**src/fsp_map.svh**
```systemverilog
// Constants of the flash status and protection block.
// Assumes a 100 MHz system clock; included by bare name.
`ifndef FSP_MAP_SVH
`define FSP_MAP_SVH

`define FSP_CMD_READ_STATUS 8'h05
`define FSP_CMD_WRITE_STATUS 8'h01

`define FSP_BIT_BUSY 0
`define FSP_BIT_WEL 1
`define FSP_BIT_SIZE_LSB 2
`define FSP_BIT_SIZE_MSB 4
`define FSP_BIT_BOTTOM 5
`define FSP_BIT_LOCK 7

`define FSP_RESET_SIZE 3'h0
`define FSP_RESET_BOTTOM 1'b0
`define FSP_RESET_LOCK 1'b0

`define FSP_CLK_MHZ 100
`define FSP_WRITE_TIME_US 15
`define FSP_WRITE_CYCLES (`FSP_WRITE_TIME_US * `FSP_CLK_MHZ)

`endif

```
**src/fsp_pkg.sv**
```systemverilog
// Types of the flash status and protection block.
// Used with full package scope, never imported.
package fsp_pkg;

    typedef enum logic [1:0] {
        PH_CMD = 2'b00,
        PH_READ = 2'b01,
        PH_WDATA = 2'b10,
        PH_SKIP = 2'b11
    } fsp_phase_e;

    typedef enum logic [1:0] {
        OP_PAGE_PROGRAM = 2'b00,
        OP_SECTOR_ERASE = 2'b01,
        OP_SUBSECTOR_ERASE = 2'b10,
        OP_BULK_ERASE = 2'b11
    } fsp_op_e;

    typedef struct packed {
        logic status_lock_bit;
        logic protect_from_bottom;
        logic [2:0] protect_size;
    } fsp_nv_s;

endpackage

```
**src/fsp_status_protect.sv**
```systemverilog
// Status register, write latch and protection gate of a serial flash.
// Assumes SPI mode 0 on the pins, sck far slower than i_clk, and an
// array engine that asks leave through i_op_req and reports i_op_done.
// Function
// - Status read is served anytime, never disturbing a running cycle.
// - Status byte repeats while chip select stays low after read command.
// - Busy reads one during status write, program or erase.
// - Latch field mirrors the internal write enable latch.
// - Latch clear rejects status write, program and erase.
// - Size bits are persistent, status write only, select shielded area.
// - Program or sector erase inside shielded area is refused.
// - Size bits accept new values only outside locked mode.
// - Whole-array erase only with all size bits zero.
// - Bottom bit persistent, written by status write after latch set.
// - Bottom bit zero shields from the top of the array down.
// - Bottom bit frozen while lock bit set and protect pin low.
// - Locked mode is lock bit one with protect pin low.
// - Locked mode freezes lock and size bits, refuses status write.
// - Chip select rise after accepted write starts timed update, then clears latch.
// - Spare bit reads zero; write leaves spare, busy, latch alone.
// - Latch clears at reset and after any write-type completion or disable.
// - Only raising the protect pin or a reset leaves locked mode.
`timescale 1ns/1ns
`default_nettype none
`include "fsp_map.svh"

module fsp_status_protect #(
    parameter int unsigned WRITE_CYCLES = `FSP_WRITE_CYCLES,
    parameter int unsigned ADDR_W = 22,
    parameter int unsigned SECTOR_W = 16
) (
    input wire logic i_clk,
    input wire logic i_reset_n,
    input wire logic i_spi_sck,
    input wire logic i_spi_cs_n,
    input wire logic i_spi_mosi,
    input wire logic i_write_protect_n,
    output logic o_spi_miso,
    output logic o_spi_miso_oe,
    input wire logic i_write_enable,
    input wire logic i_write_disable,
    input wire logic i_op_req,
    input wire fsp_pkg::fsp_op_e i_op_kind,
    input wire logic [ADDR_W-1:0] i_op_addr,
    input wire logic i_op_done,
    output logic o_op_grant,
    output logic o_op_reject,
    output logic o_write_busy_flag,
    output logic o_write_enable_latch,
    output logic o_hardware_locked_mode,
    output fsp_pkg::fsp_nv_s o_protect
);
    localparam int unsigned IW = ADDR_W - SECTOR_W;

    logic sck_s, cs_n_s, mosi_s, wp_n_s;
    logic sck_d_reg, sck_d_next, cs_d_reg, cs_d_next;
    fsp_pkg::fsp_phase_e phase_reg, phase_next;
    logic [2:0] bit_reg, bit_next, obit_reg, obit_next;
    logic [7:0] shin_reg, shin_next, shout_reg, shout_next, data_reg, data_next;
    logic armed_reg, armed_next;
    logic [31:0] timer_reg, timer_next;
    logic op_busy_reg, op_busy_next;
    logic wel_reg, wel_next;
    fsp_pkg::fsp_nv_s nv_reg, nv_next;
    logic miso_next, oe_next, grant_next, reject_next, busy_next, hpm_next;
    logic rise, fall, cs_rise, busy, hardware_locked_mode, in_region, refuse;
    logic [7:0] byte_in, status_now;
    logic [IW:0] prot_cnt, sect_idx;

    fsp_sync2 #(.RESET_VAL(1'b0)) u_sync_sck (.i_clk(i_clk), .i_reset_n(i_reset_n),
        .i_async(i_spi_sck), .o_sync(sck_s));
    fsp_sync2 #(.RESET_VAL(1'b1)) u_sync_cs (.i_clk(i_clk), .i_reset_n(i_reset_n),
        .i_async(i_spi_cs_n), .o_sync(cs_n_s));
    fsp_sync2 #(.RESET_VAL(1'b0)) u_sync_mosi (.i_clk(i_clk), .i_reset_n(i_reset_n),
        .i_async(i_spi_mosi), .o_sync(mosi_s));
    fsp_sync2 #(.RESET_VAL(1'b1)) u_sync_wp (.i_clk(i_clk), .i_reset_n(i_reset_n),
        .i_async(i_write_protect_n), .o_sync(wp_n_s));

    always_comb begin
        rise = sck_s & ~sck_d_reg;
        fall = ~sck_s & sck_d_reg;
        cs_rise = cs_n_s & ~cs_d_reg;
        busy = (timer_reg != 32'h0) | op_busy_reg;
        hardware_locked_mode = nv_reg.status_lock_bit & ~wp_n_s;
        byte_in = {shin_reg[6:0], mosi_s};
        // Spare bit six tied to zero
        status_now = {nv_reg.status_lock_bit, 1'b0, nv_reg.protect_from_bottom,
                      nv_reg.protect_size, wel_reg, busy};
        // Size code n shields 2**(n-1) sectors; code 7 covers the array
        prot_cnt = (nv_reg.protect_size == 3'h0) ? '0 :
                   ((IW+1)'(1) << (nv_reg.protect_size - 3'h1));
        sect_idx = {1'b0, i_op_addr[ADDR_W-1:SECTOR_W]};
        if (nv_reg.protect_from_bottom) begin
            in_region = sect_idx < prot_cnt;
        end else begin
            in_region = sect_idx >= (((IW+1)'(1) << IW) - prot_cnt);
        end
        if (i_op_kind == fsp_pkg::OP_BULK_ERASE) begin
            refuse = nv_reg.protect_size != 3'h0;
        end else begin
            refuse = in_region;
        end
    end

    always_comb begin
        sck_d_next = sck_s;
        cs_d_next = cs_n_s;
        phase_next = phase_reg;
        bit_next = bit_reg;
        obit_next = obit_reg;
        shin_next = shin_reg;
        shout_next = shout_reg;
        data_next = data_reg;
        armed_next = armed_reg;
        timer_next = timer_reg;
        op_busy_next = op_busy_reg;
        wel_next = wel_reg;
        nv_next = nv_reg;
        miso_next = o_spi_miso;
        oe_next = o_spi_miso_oe;
        grant_next = 1'b0;
        reject_next = 1'b0;
        if (timer_reg != 32'h0) begin
            timer_next = timer_reg - 32'h1;
            if (timer_reg == 32'h1) begin
                wel_next = 1'b0;
            end
        end
        if (op_busy_reg && i_op_done) begin
            op_busy_next = 1'b0;
            wel_next = 1'b0;
        end
        if (i_op_req) begin
            if (busy || !wel_reg || refuse) begin
                reject_next = 1'b1;
            end else begin
                grant_next = 1'b1;
                op_busy_next = 1'b1;
            end
        end
        if (i_write_disable) begin
            wel_next = 1'b0;
        end
        // Set placed last so it wins over a coincident disable; ignored while busy
        if (i_write_enable && !busy) begin
            wel_next = 1'b1;
        end
        if (cs_n_s) begin
            phase_next = fsp_pkg::PH_CMD;
            bit_next = 3'h0;
            obit_next = 3'h0;
            oe_next = 1'b0;
            armed_next = 1'b0;
            if (cs_rise && armed_reg && !busy && !hardware_locked_mode) begin
                // Busy and latch bits are not fields of the stored byte
                nv_next.status_lock_bit = data_reg[`FSP_BIT_LOCK];
                nv_next.protect_from_bottom = data_reg[`FSP_BIT_BOTTOM];
                nv_next.protect_size =
                    data_reg[`FSP_BIT_SIZE_MSB:`FSP_BIT_SIZE_LSB];
                timer_next = WRITE_CYCLES;
            end
        end else begin
            if (rise) begin
                shin_next = byte_in;
                bit_next = bit_reg + 3'h1;
                if (phase_reg == fsp_pkg::PH_SKIP) begin
                    armed_next = 1'b0;
                end
                if (bit_reg == 3'h7) begin
                    case (phase_reg)
                        fsp_pkg::PH_CMD: begin
                            if (byte_in == `FSP_CMD_READ_STATUS) begin
                                phase_next = fsp_pkg::PH_READ;
                                shout_next = status_now;
                            end else if (byte_in == `FSP_CMD_WRITE_STATUS && wel_reg &&
                                         !hardware_locked_mode && !busy) begin
                                phase_next = fsp_pkg::PH_WDATA;
                            end else begin
                                phase_next = fsp_pkg::PH_SKIP;
                            end
                        end
                        fsp_pkg::PH_WDATA: begin
                            data_next = byte_in;
                            armed_next = 1'b1;
                            phase_next = fsp_pkg::PH_SKIP;
                        end
                        default: begin
                            phase_next = phase_reg;
                        end
                    endcase
                end
            end
            if (fall && phase_reg == fsp_pkg::PH_READ) begin
                miso_next = shout_reg[7];
                oe_next = 1'b1;
                obit_next = obit_reg + 3'h1;
                shout_next = {shout_reg[6:0], 1'b0};
                if (obit_reg == 3'h7) begin
                    shout_next = status_now;
                end
            end
        end
        busy_next = (timer_next != 32'h0) | op_busy_next;
        hpm_next = nv_next.status_lock_bit & ~wp_n_s;
    end

    always_ff @(posedge i_clk or negedge i_reset_n) begin
        if (!i_reset_n) begin
            sck_d_reg <= 1'b0;
            cs_d_reg <= 1'b1;
            phase_reg <= fsp_pkg::PH_CMD;
            bit_reg <= 3'h0;
            obit_reg <= 3'h0;
            shin_reg <= 8'h00;
            shout_reg <= 8'h00;
            data_reg <= 8'h00;
            armed_reg <= 1'b0;
            timer_reg <= 32'h0;
            op_busy_reg <= 1'b0;
            wel_reg <= 1'b0;
            nv_reg <= {`FSP_RESET_LOCK, `FSP_RESET_BOTTOM, `FSP_RESET_SIZE};
            o_spi_miso <= 1'b0;
            o_spi_miso_oe <= 1'b0;
            o_op_grant <= 1'b0;
            o_op_reject <= 1'b0;
            o_write_busy_flag <= 1'b0;
            o_write_enable_latch <= 1'b0;
            o_hardware_locked_mode <= 1'b0;
            o_protect <= {`FSP_RESET_LOCK, `FSP_RESET_BOTTOM, `FSP_RESET_SIZE};
        end else begin
            sck_d_reg <= sck_d_next;
            cs_d_reg <= cs_d_next;
            phase_reg <= phase_next;
            bit_reg <= bit_next;
            obit_reg <= obit_next;
            shin_reg <= shin_next;
            shout_reg <= shout_next;
            data_reg <= data_next;
            armed_reg <= armed_next;
            timer_reg <= timer_next;
            op_busy_reg <= op_busy_next;
            wel_reg <= wel_next;
            nv_reg <= nv_next;
            o_spi_miso <= miso_next;
            o_spi_miso_oe <= oe_next;
            o_op_grant <= grant_next;
            o_op_reject <= reject_next;
            o_write_busy_flag <= busy_next;
            o_write_enable_latch <= wel_next;
            o_hardware_locked_mode <= hpm_next;
            o_protect <= nv_next;
        end
    end
endmodule // fsp_status_protect

`default_nettype wire

```
**src/fsp_sync2.sv**
```systemverilog
// Two-flop synchroniser for one asynchronous level.
// Assumes the input may change at any time relative to i_clk.
`timescale 1ns/1ns
`default_nettype none

module fsp_sync2 #(
    parameter logic RESET_VAL = 1'b0
) (
    input wire logic i_clk,
    input wire logic i_reset_n,
    input wire logic i_async,
    output logic o_sync
);
    logic meta_reg;
    logic meta_next;
    logic sync_next;

    always_comb begin
        meta_next = i_async;
        sync_next = meta_reg;
    end

    always_ff @(posedge i_clk or negedge i_reset_n) begin
        if (!i_reset_n) begin
            meta_reg <= RESET_VAL;
            o_sync <= RESET_VAL;
        end else begin
            meta_reg <= meta_next;
            o_sync <= sync_next;
        end
    end
endmodule // fsp_sync2

`default_nettype wire

```
**config.mk**
```make
export PLATFORM = sky130hd
export DESIGN_NAME = fsp_status_protect
export DESIGN_NICKNAME = d
export VERILOG_FILES = /design/src/fsp_pkg.sv /design/src/fsp_status_protect.sv /design/src/fsp_sync2.sv
export VERILOG_INCLUDE_DIRS = /design/src /design/src/src
export SDC_FILE = /design/constraint.sdc
export NUM_CORES = 1
export LEC_CHECK = 0
export BUFFER_PORTS_ARGS = -buffer_cell sky130_fd_sc_hd__buf_4
export CAP_MARGIN = 20
export CELL_PAD_IN_SITES_DETAIL_PLACEMENT = 1
export CELL_PAD_IN_SITES_GLOBAL_PLACEMENT = 1
export CORE_UTILIZATION = 41
export DETAILED_ROUTE_END_ITERATION = 10
export PLACE_DENSITY = 0.81
export SYNTH_ARGS = -nofsm -noshare
export SYNTH_HDL_FRONTEND = slang
export SYNTH_SLANG_ARGS = --single-unit
export TNS_END_PERCENT = 1
```
**constraint.sdc**
```tcl
create_clock -name i_clk -period 3.7 [get_ports i_clk]
set_input_delay 0.185 -clock i_clk [delete_from_list [all_inputs] [get_ports i_clk]]
set_output_delay 0.185 -clock i_clk [all_outputs]
set_load 0.03 [all_outputs]
```
==> results of run 1 <==
per-layer routing:
metal / up-vias / track usage, % / share of wire, %
li1: 1640 / - / -
met2: 63 / 35.3 / 50
met1: 1789 / 27.7 / 46
met3: 14 / 4.39 / 3.1
met4: 0 / 9.03 / 1.7
met5: - / 0 / 0
area by class of cell:
| cell class | count | area share, % |
|---|---|---|
| multi-input combinational | 313 | 43.4 |
| sequential | 84 | 41.7 |
| clock inverter | 4 | 1.02 |
| timing repair buffer | 40 | 6.59 |
| inverter | 14 | 1.04 |
| clock buffer | 12 | 2.87 |
| tap | 136 | 3.37 |
what timing repair did:
| item | 4_1_cts | 5_1_grt |
|---|---|---|
| setup endpoints to repair | 0 | 0 |
| hold endpoints to repair | 4 | 18 |
| hold buffers | 4 | 1 |
how the worst max path moves through the flow:
stage / endpoint / cells past startpoint
finish: o_write_busy_flag / 13
global route: o_write_busy_flag / 13
CTS: o_write_busy_flag / 13
detailed placement: o_write_busy_flag / 13
global placement: o_write_busy_flag / 13
floorplan: o_write_busy_flag / 14
cells by family after synthesis:
group | after synthesis
AND/OR/NAND/NOR | 172
flip-flops | 84
AO/OA/AOI/OAI | 73
buffers and inverters | 27
multiplexers | 26
XOR/XNOR | 23
adder cells (fa/ha/maj) | 19
worst max-delay path, cell delays in order, from the launching register on:
cell      delay (ns)
dfrtp_1         0.54
or3b_2          0.56
ha_1            0.28
nand2_1         0.08
o21ai_0         0.08
nand2_1         0.07
nand2_1         0.06
ha_1            0.26
o21ai_0         0.09
a21oi_1         0.07
o31a_1          0.27
nor4b_1         0.56
a21o_1          0.18
nand4b_1        0.11
synth_stat cells (all sizes together) (4+ instances only):
library cell,number
dfrtp,79
nand2,43
nor2,32
ha,19
xnor2,19
mux2,18
a21oi,17
nor3,16
o21ai,15
inv,14
clkbuf,10
nand3,10
nor4,9
mux2i,8
a31oi,7
nand4,7
nand2b,6
nor2b,6
or3,6
and4,5
dfstp,5
nand3b,5
o211ai,5
nor4b,4
or4,4
xor2,4
through the flow:
| step | area, um^2 | utilization (%) | instances | hold WS [ns] | total power (W) |
|---|---|---|---|---|---|
| global placement | 4780 | 46.1 | 581 | 0.294 | 0.00124 |
| global route | 5050 | 48.7 | 603 | 0.0475 | 0.00200 |
| finish | 5050 | 48.7 | 603 | 0.0484 | 0.00192 |
| CTS | 5010 | 48.3 | 601 | 0.0364 | 0.00194 |
| floorplan | 4400 | - | 424 | -0.111 | 0.00115 |
| detailed placement | 4780 | 46.1 | 581 | 0.294 | 0.00125 |
power breakdown:
part | internal, W | leakage (nW) | switching (W)
combinational | 0.0000953 | 1.11 | 0.000114
sequential | 0.000978 | 1.13 | 0.0000539
clock | 0.000331 | 0.0966 | 0.000349
==> results_dict.tcl, run 1 <==
set metrics [dict create \
    synth.area.top_cells "dfrtp_1 (45%), ha_1 (5.4%), mux2_2 (4.6%)" \
    final-hold-violation-count 0 \
    portBuffers 29 \
    cts.sinks 84 \
    yosysSeqAreaShare_pct 47.9 \
    reg2reg_slack_ns 0.41 \
    ctsRootBufferMaster "clkbuf_8" \
    core_um2 10400 \
    fillers 1193 \
    numCtsBuffers 9 \
    gp_congestion 0.832 \
    crit_required_ns 4.01 \
    synthArstFlopShare_pct 100 \
    grt_pass1_wl_mm 18.5 \
    critPathCaptureType "flip-flop" \
    rr_startpoint "nv_reg[2]" \
    multi_input_area_um2 2190 \
    first_global_vias 3609 \
    hold_path_class "in -> reg" \
    yosys.area_share.xor_xnor_pct 4.58 \
    synth_top_family_by_area "simple AND/OR/NAND/NOR gates" \
    min_path_cells 2 \
    powerDensity_nw_per_um2 380 \
    worstHoldStart "i_op_req" \
    final_common_cell "dfrtp_1" \
    synthSimpleGateAreaFrac_pct 22.1 \
    rr_endpoint "o_write_busy_flag" \
    antenna_found_initial 0 \
    netlist_instances 424 \
    routed_wl_mm 11.0 \
    initial_core_util_pct 42.5 \
    insertion_delay_ns 0.38 \
    htreeDepth 3 \
    dp_hpwl_mm 7.81 \
    maxCapViolations 0 \
    skew_ns 0.0119 \
    avgSynthCellArea_um2 10.4 \
    vias_per_cell 5.81 \
    place_ws_ns 0.441 \
    detail_route.wl_per_cell_um 18.2 \
    synth_top_area_share_pct 44.9 \
    ant_nets 0 \
    worstPathMaxFanout 14 \
    fin_crit_sh_pct 88.9 \
    worstHoldEndpoint "o_op_reject" \
    setup.worst_path.start "nv_reg[2]" \
    period_minus_slack_ns 3.29 \
    yosysWarnings 0 \
    cts_resized 0 \
    setup_slack_ns 0.411 \
    layout-drive-gt1-share_pct 18.4 \
    start_kind "flip-flop" \
    worst_slew_pin_slew_ns 0.885 \
    synth_compound_area_share_pct 11.2 \
    die_h_um 106 \
    die-width_um 106 \
    clockBufferDepth 2 \
    drt_iter0_drc 152 \
    drc_errors 0 \
    largest_reg_flops 32 \
    cts_setup_buffers 0 \
    synthMuxAreaShare_pct 6.42 \
    overflow 0 \
    final_max_slew_viol_count 0 \
    critPathKind "reg -> reg" \
    fmax_ghz 0.304 \
    slew_headroom_pct 41.0 \
    final_cell_mix "dfrtp_1 (79), nand2_1 (43), buf_4 (34)" \
    dieArea_um2 11200 \
    finalSetupTns_ns 0 \
    crit_arrival_ns 3.59 \
    syn_nets 477 \
    ff_latch_area_um2 2110 \
    ios 46 \
    grt_max_degree 85 \
    synth_seq_cells 84 \
    dr_total_vias 3506 \
    synthAdderAreaFrac_pct 5.40 \
    std_cell_rows 37 \
    synth_ff_type "dfrtp_1" \
    path_clk_slew_ns 0.09 \
    first_pass_iters 5 \
    synth-edff-count 0 \
    cts_tree "built" \
    diodes 0 \
    syn-cell-area_um2 4400 \
    grt_usage_pct 21.5 \
    setup_viol 0 \
    ir_worst_vdd_v 0.000184 \
    worst_r2r_path_depth 13 \
    yosysTopAreaCell "dfrtp_1" \
    area_delta_synth_final_pct 14.7 \
    nNetsFinal 515 \
    rsz0062_at_grt "false" \
    synth.distinct_cells 62 \
    status "finished, final reports clean" \
    p_leak_nw 2.33 \
]
Note: power is estimated with default switching activity, not from simulation.
==> inputs of run 2 (changes only) <==
--- a/config.mk
+++ b/config.mk
@@ -13,6 +13,7 @@
 export CORE_UTILIZATION = 41
 export DETAILED_ROUTE_END_ITERATION = 10
 export PLACE_DENSITY = 0.81
+export RECOVER_POWER = 100
 export SYNTH_ARGS = -nofsm -noshare
 export SYNTH_HDL_FRONTEND = slang
 export SYNTH_SLANG_ARGS = --single-unit
==> results_dict.tcl, run 2 (same netlist as run 1, synthesis figures left out) <==
set metrics [dict create \
    cts_resized 0 \
    finalSetupTns_ns 0 \
    overflow 0 \
    crit_required_ns 4.00 \
    core_um2 10400 \
    crit_arrival_ns 3.60 \
    grt_usage_pct 21.5 \
    insertion_delay_ns 0.38 \
    grt_max_degree 85 \
    worstHoldEndpoint "o_op_reject" \
    std_cell_rows 37 \
    maxCapViolations 1 \
    path_clk_slew_ns 0.09 \
    switching_share_pct 27.2 \
    p_int_w 0.00139 \
    largest_reg_flops 32 \
    ios 46 \
    gp_congestion 0.832 \
    layout-drive-gt1-share_pct 13.9 \
    dieArea_um2 11200 \
    rr_endpoint "o_write_busy_flag" \
    fillers 1205 \
    clockBufferDepth 2 \
    final_common_cell "dfrtp_1" \
    drt_iter0_drc 206 \
    slew_headroom_pct -4.99 \
    min_path_cells 2 \
    final_cell_mix "dfrtp_1 (79), nand2_1 (43), nor2_1 (32)" \
    utilization_pct 47.8 \
    die_h_um 106 \
    powerDensity_nw_per_um2 384 \
    drc_errors 0 \
    worstPathMaxFanout 14 \
    worst_r2r_path_depth 13 \
    cts_tree "built" \
    die-width_um 106 \
    rr_startpoint "nv_reg[2]" \
    place_ws_ns 0.441 \
    fmax_ghz 0.303 \
    clkPwrFrac_pct 35.8 \
    numCtsBuffers 9 \
    p_sw_w 0.000517 \
    start_kind "flip-flop" \
    ctsRootBufferMaster "clkbuf_8" \
    sequentialPowerShare_pct 54.2 \
    setup_slack_ns 0.404 \
    worstHoldStart "i_op_req" \
    diodes 0 \
    htreeDepth 3 \
    reg2reg_slack_ns 0.40 \
    crit_path_frequent_cell "nand2_1" \
    p_leak_nw 2.25 \
    path_cells "or3b_2 > ha_1 > nand2_1 > o21ai_0 > nand2_1 > nand2_1 > ha_1 > o21ai_0 > a21oi_1 > o31a_1 > nor4b_1 > a21o_1 > nand4b_1" \
    setup.worst_path.start "nv_reg[2]" \
    status "complete, but fails checks" \
    power_frac_comb_pct 10.0 \
    critPathCaptureType "flip-flop" \
    detail_route.wl_per_cell_um 18.3 \
    vias_per_cell 5.81 \
    portBuffers 29 \
    antenna_found_initial 0 \
    initial_core_util_pct 42.5 \
    routed_wl_mm 11.0 \
    critPathSlowestCell "or3b_2" \
    ir_worst_vdd_v 0.000184 \
    first_pass_iters 4 \
    dp_hpwl_mm 7.81 \
    max_stage_delay_ns 0.56 \
    final_max_slew_viol_count 67 \
    power.total_w 0.00190 \
    worst_slew_pin_slew_ns 1.57 \
    critPathKind "reg -> reg" \
    ant_nets 0 \
    grt_pass1_wl_mm 18.5 \
    setup_viol 0 \
    period_minus_slack_ns 3.30 \
    area_delta_synth_final_pct 12.5 \
    final-hold-violation-count 0 \
    fin_crit_sh_pct 89.1 \
    first_global_vias 3609 \
    dr_total_vias 3505 \
    hold_path_class "in -> reg" \
    violations "capacitance limit, slew limit" \
    cts.sinks 84 \
    nNetsFinal 515 \
    rsz0062_at_grt "false" \
    skew_ns 0.0132 \
]
==> run 2: cell count changes in the layout (fill, tap and decap cells not counted), sizes merged <==
cell,delta
buf,-20
clkbuf,+20
==> run 2: area by class of cell <==
| cell class | count | area, um^2 | area share [%] |
|---|---|---|---|
| multi-input cells | 313 | 2170 | 43.8 |
| flip-flops and latches | 84 | 2110 | 42.6 |
| repair buffers | 40 | 254 | 5.13 |
| well taps | 136 | 170 | 3.44 |
| clock buffers | 12 | 145 | 2.93 |
| inverters | 14 | 52.6 | 1.06 |
| clock inverters | 4 | 51.3 | 1.04 |
==> run 2: how the worst max path moves through the flow <==
stage / endpoint / slack, ns / cells past startpoint
3_5_place_dp: o_write_busy_flag / 0.44 / 13
2_1_floorplan: o_write_busy_flag / 0.70 / 14
3_3_place_gp: o_write_busy_flag / 0.59 / 13
4_1_cts: o_write_busy_flag / 0.41 / 13
6_report: o_write_busy_flag / 0.40 / 13
5_1_grt: o_write_busy_flag / 0.14 / 8
==> run 2: power groups by stage <==
stage	sequential, W	clock (W)	combinational, W
final	0.00103	0.000681	0.000191
after global routing	0.00104	0.000734	0.000209
after CTS	0.00103	0.000695	0.000208
after detailed placement	0.00105	0	0.000203
after global placement	0.00105	0	0.000193
after floorplan	0.00106	0	0.0000862
==> run 2: per-stage QoR <==
step	hold WS (ns)	area, um^2	std cells
2_1_floorplan	-0.111	4400	424
3_3_place_gp	0.294	4780	581
3_5_place_dp	0.294	4780	581
4_1_cts	0.0364	5010	601
5_1_grt	0.0475	4950	603
6_report	0.0493	4950	603
==> run 2: worst max-delay path: cells and delay by family, from the launching register on <==
kind	cells	cell delay, ns
AND/OR/NAND/NOR	6	1.45
adder cells (fa/ha/maj)	2	0.54
AO/OA/AOI/OAI	5	0.70
flip-flops	1	0.53
==> run 2: layer usage <==
metal  share of wire (%)  up-vias  track usage, %  wire length (um)
li1                    -     1635               -                 -
met1                  46     1797            27.7              5100
met2                  49       58            35.3              5410
met3                 2.6       15            4.39               289
met4                 2.1        0            9.03               230
met5                   0        -               0                 0
==> run 2: timing repair <==
action | CTS | global route
setup buffers | 0 | 0
hold buffers | 4 | 1
endpoints found under the hold margin | 4 | 18
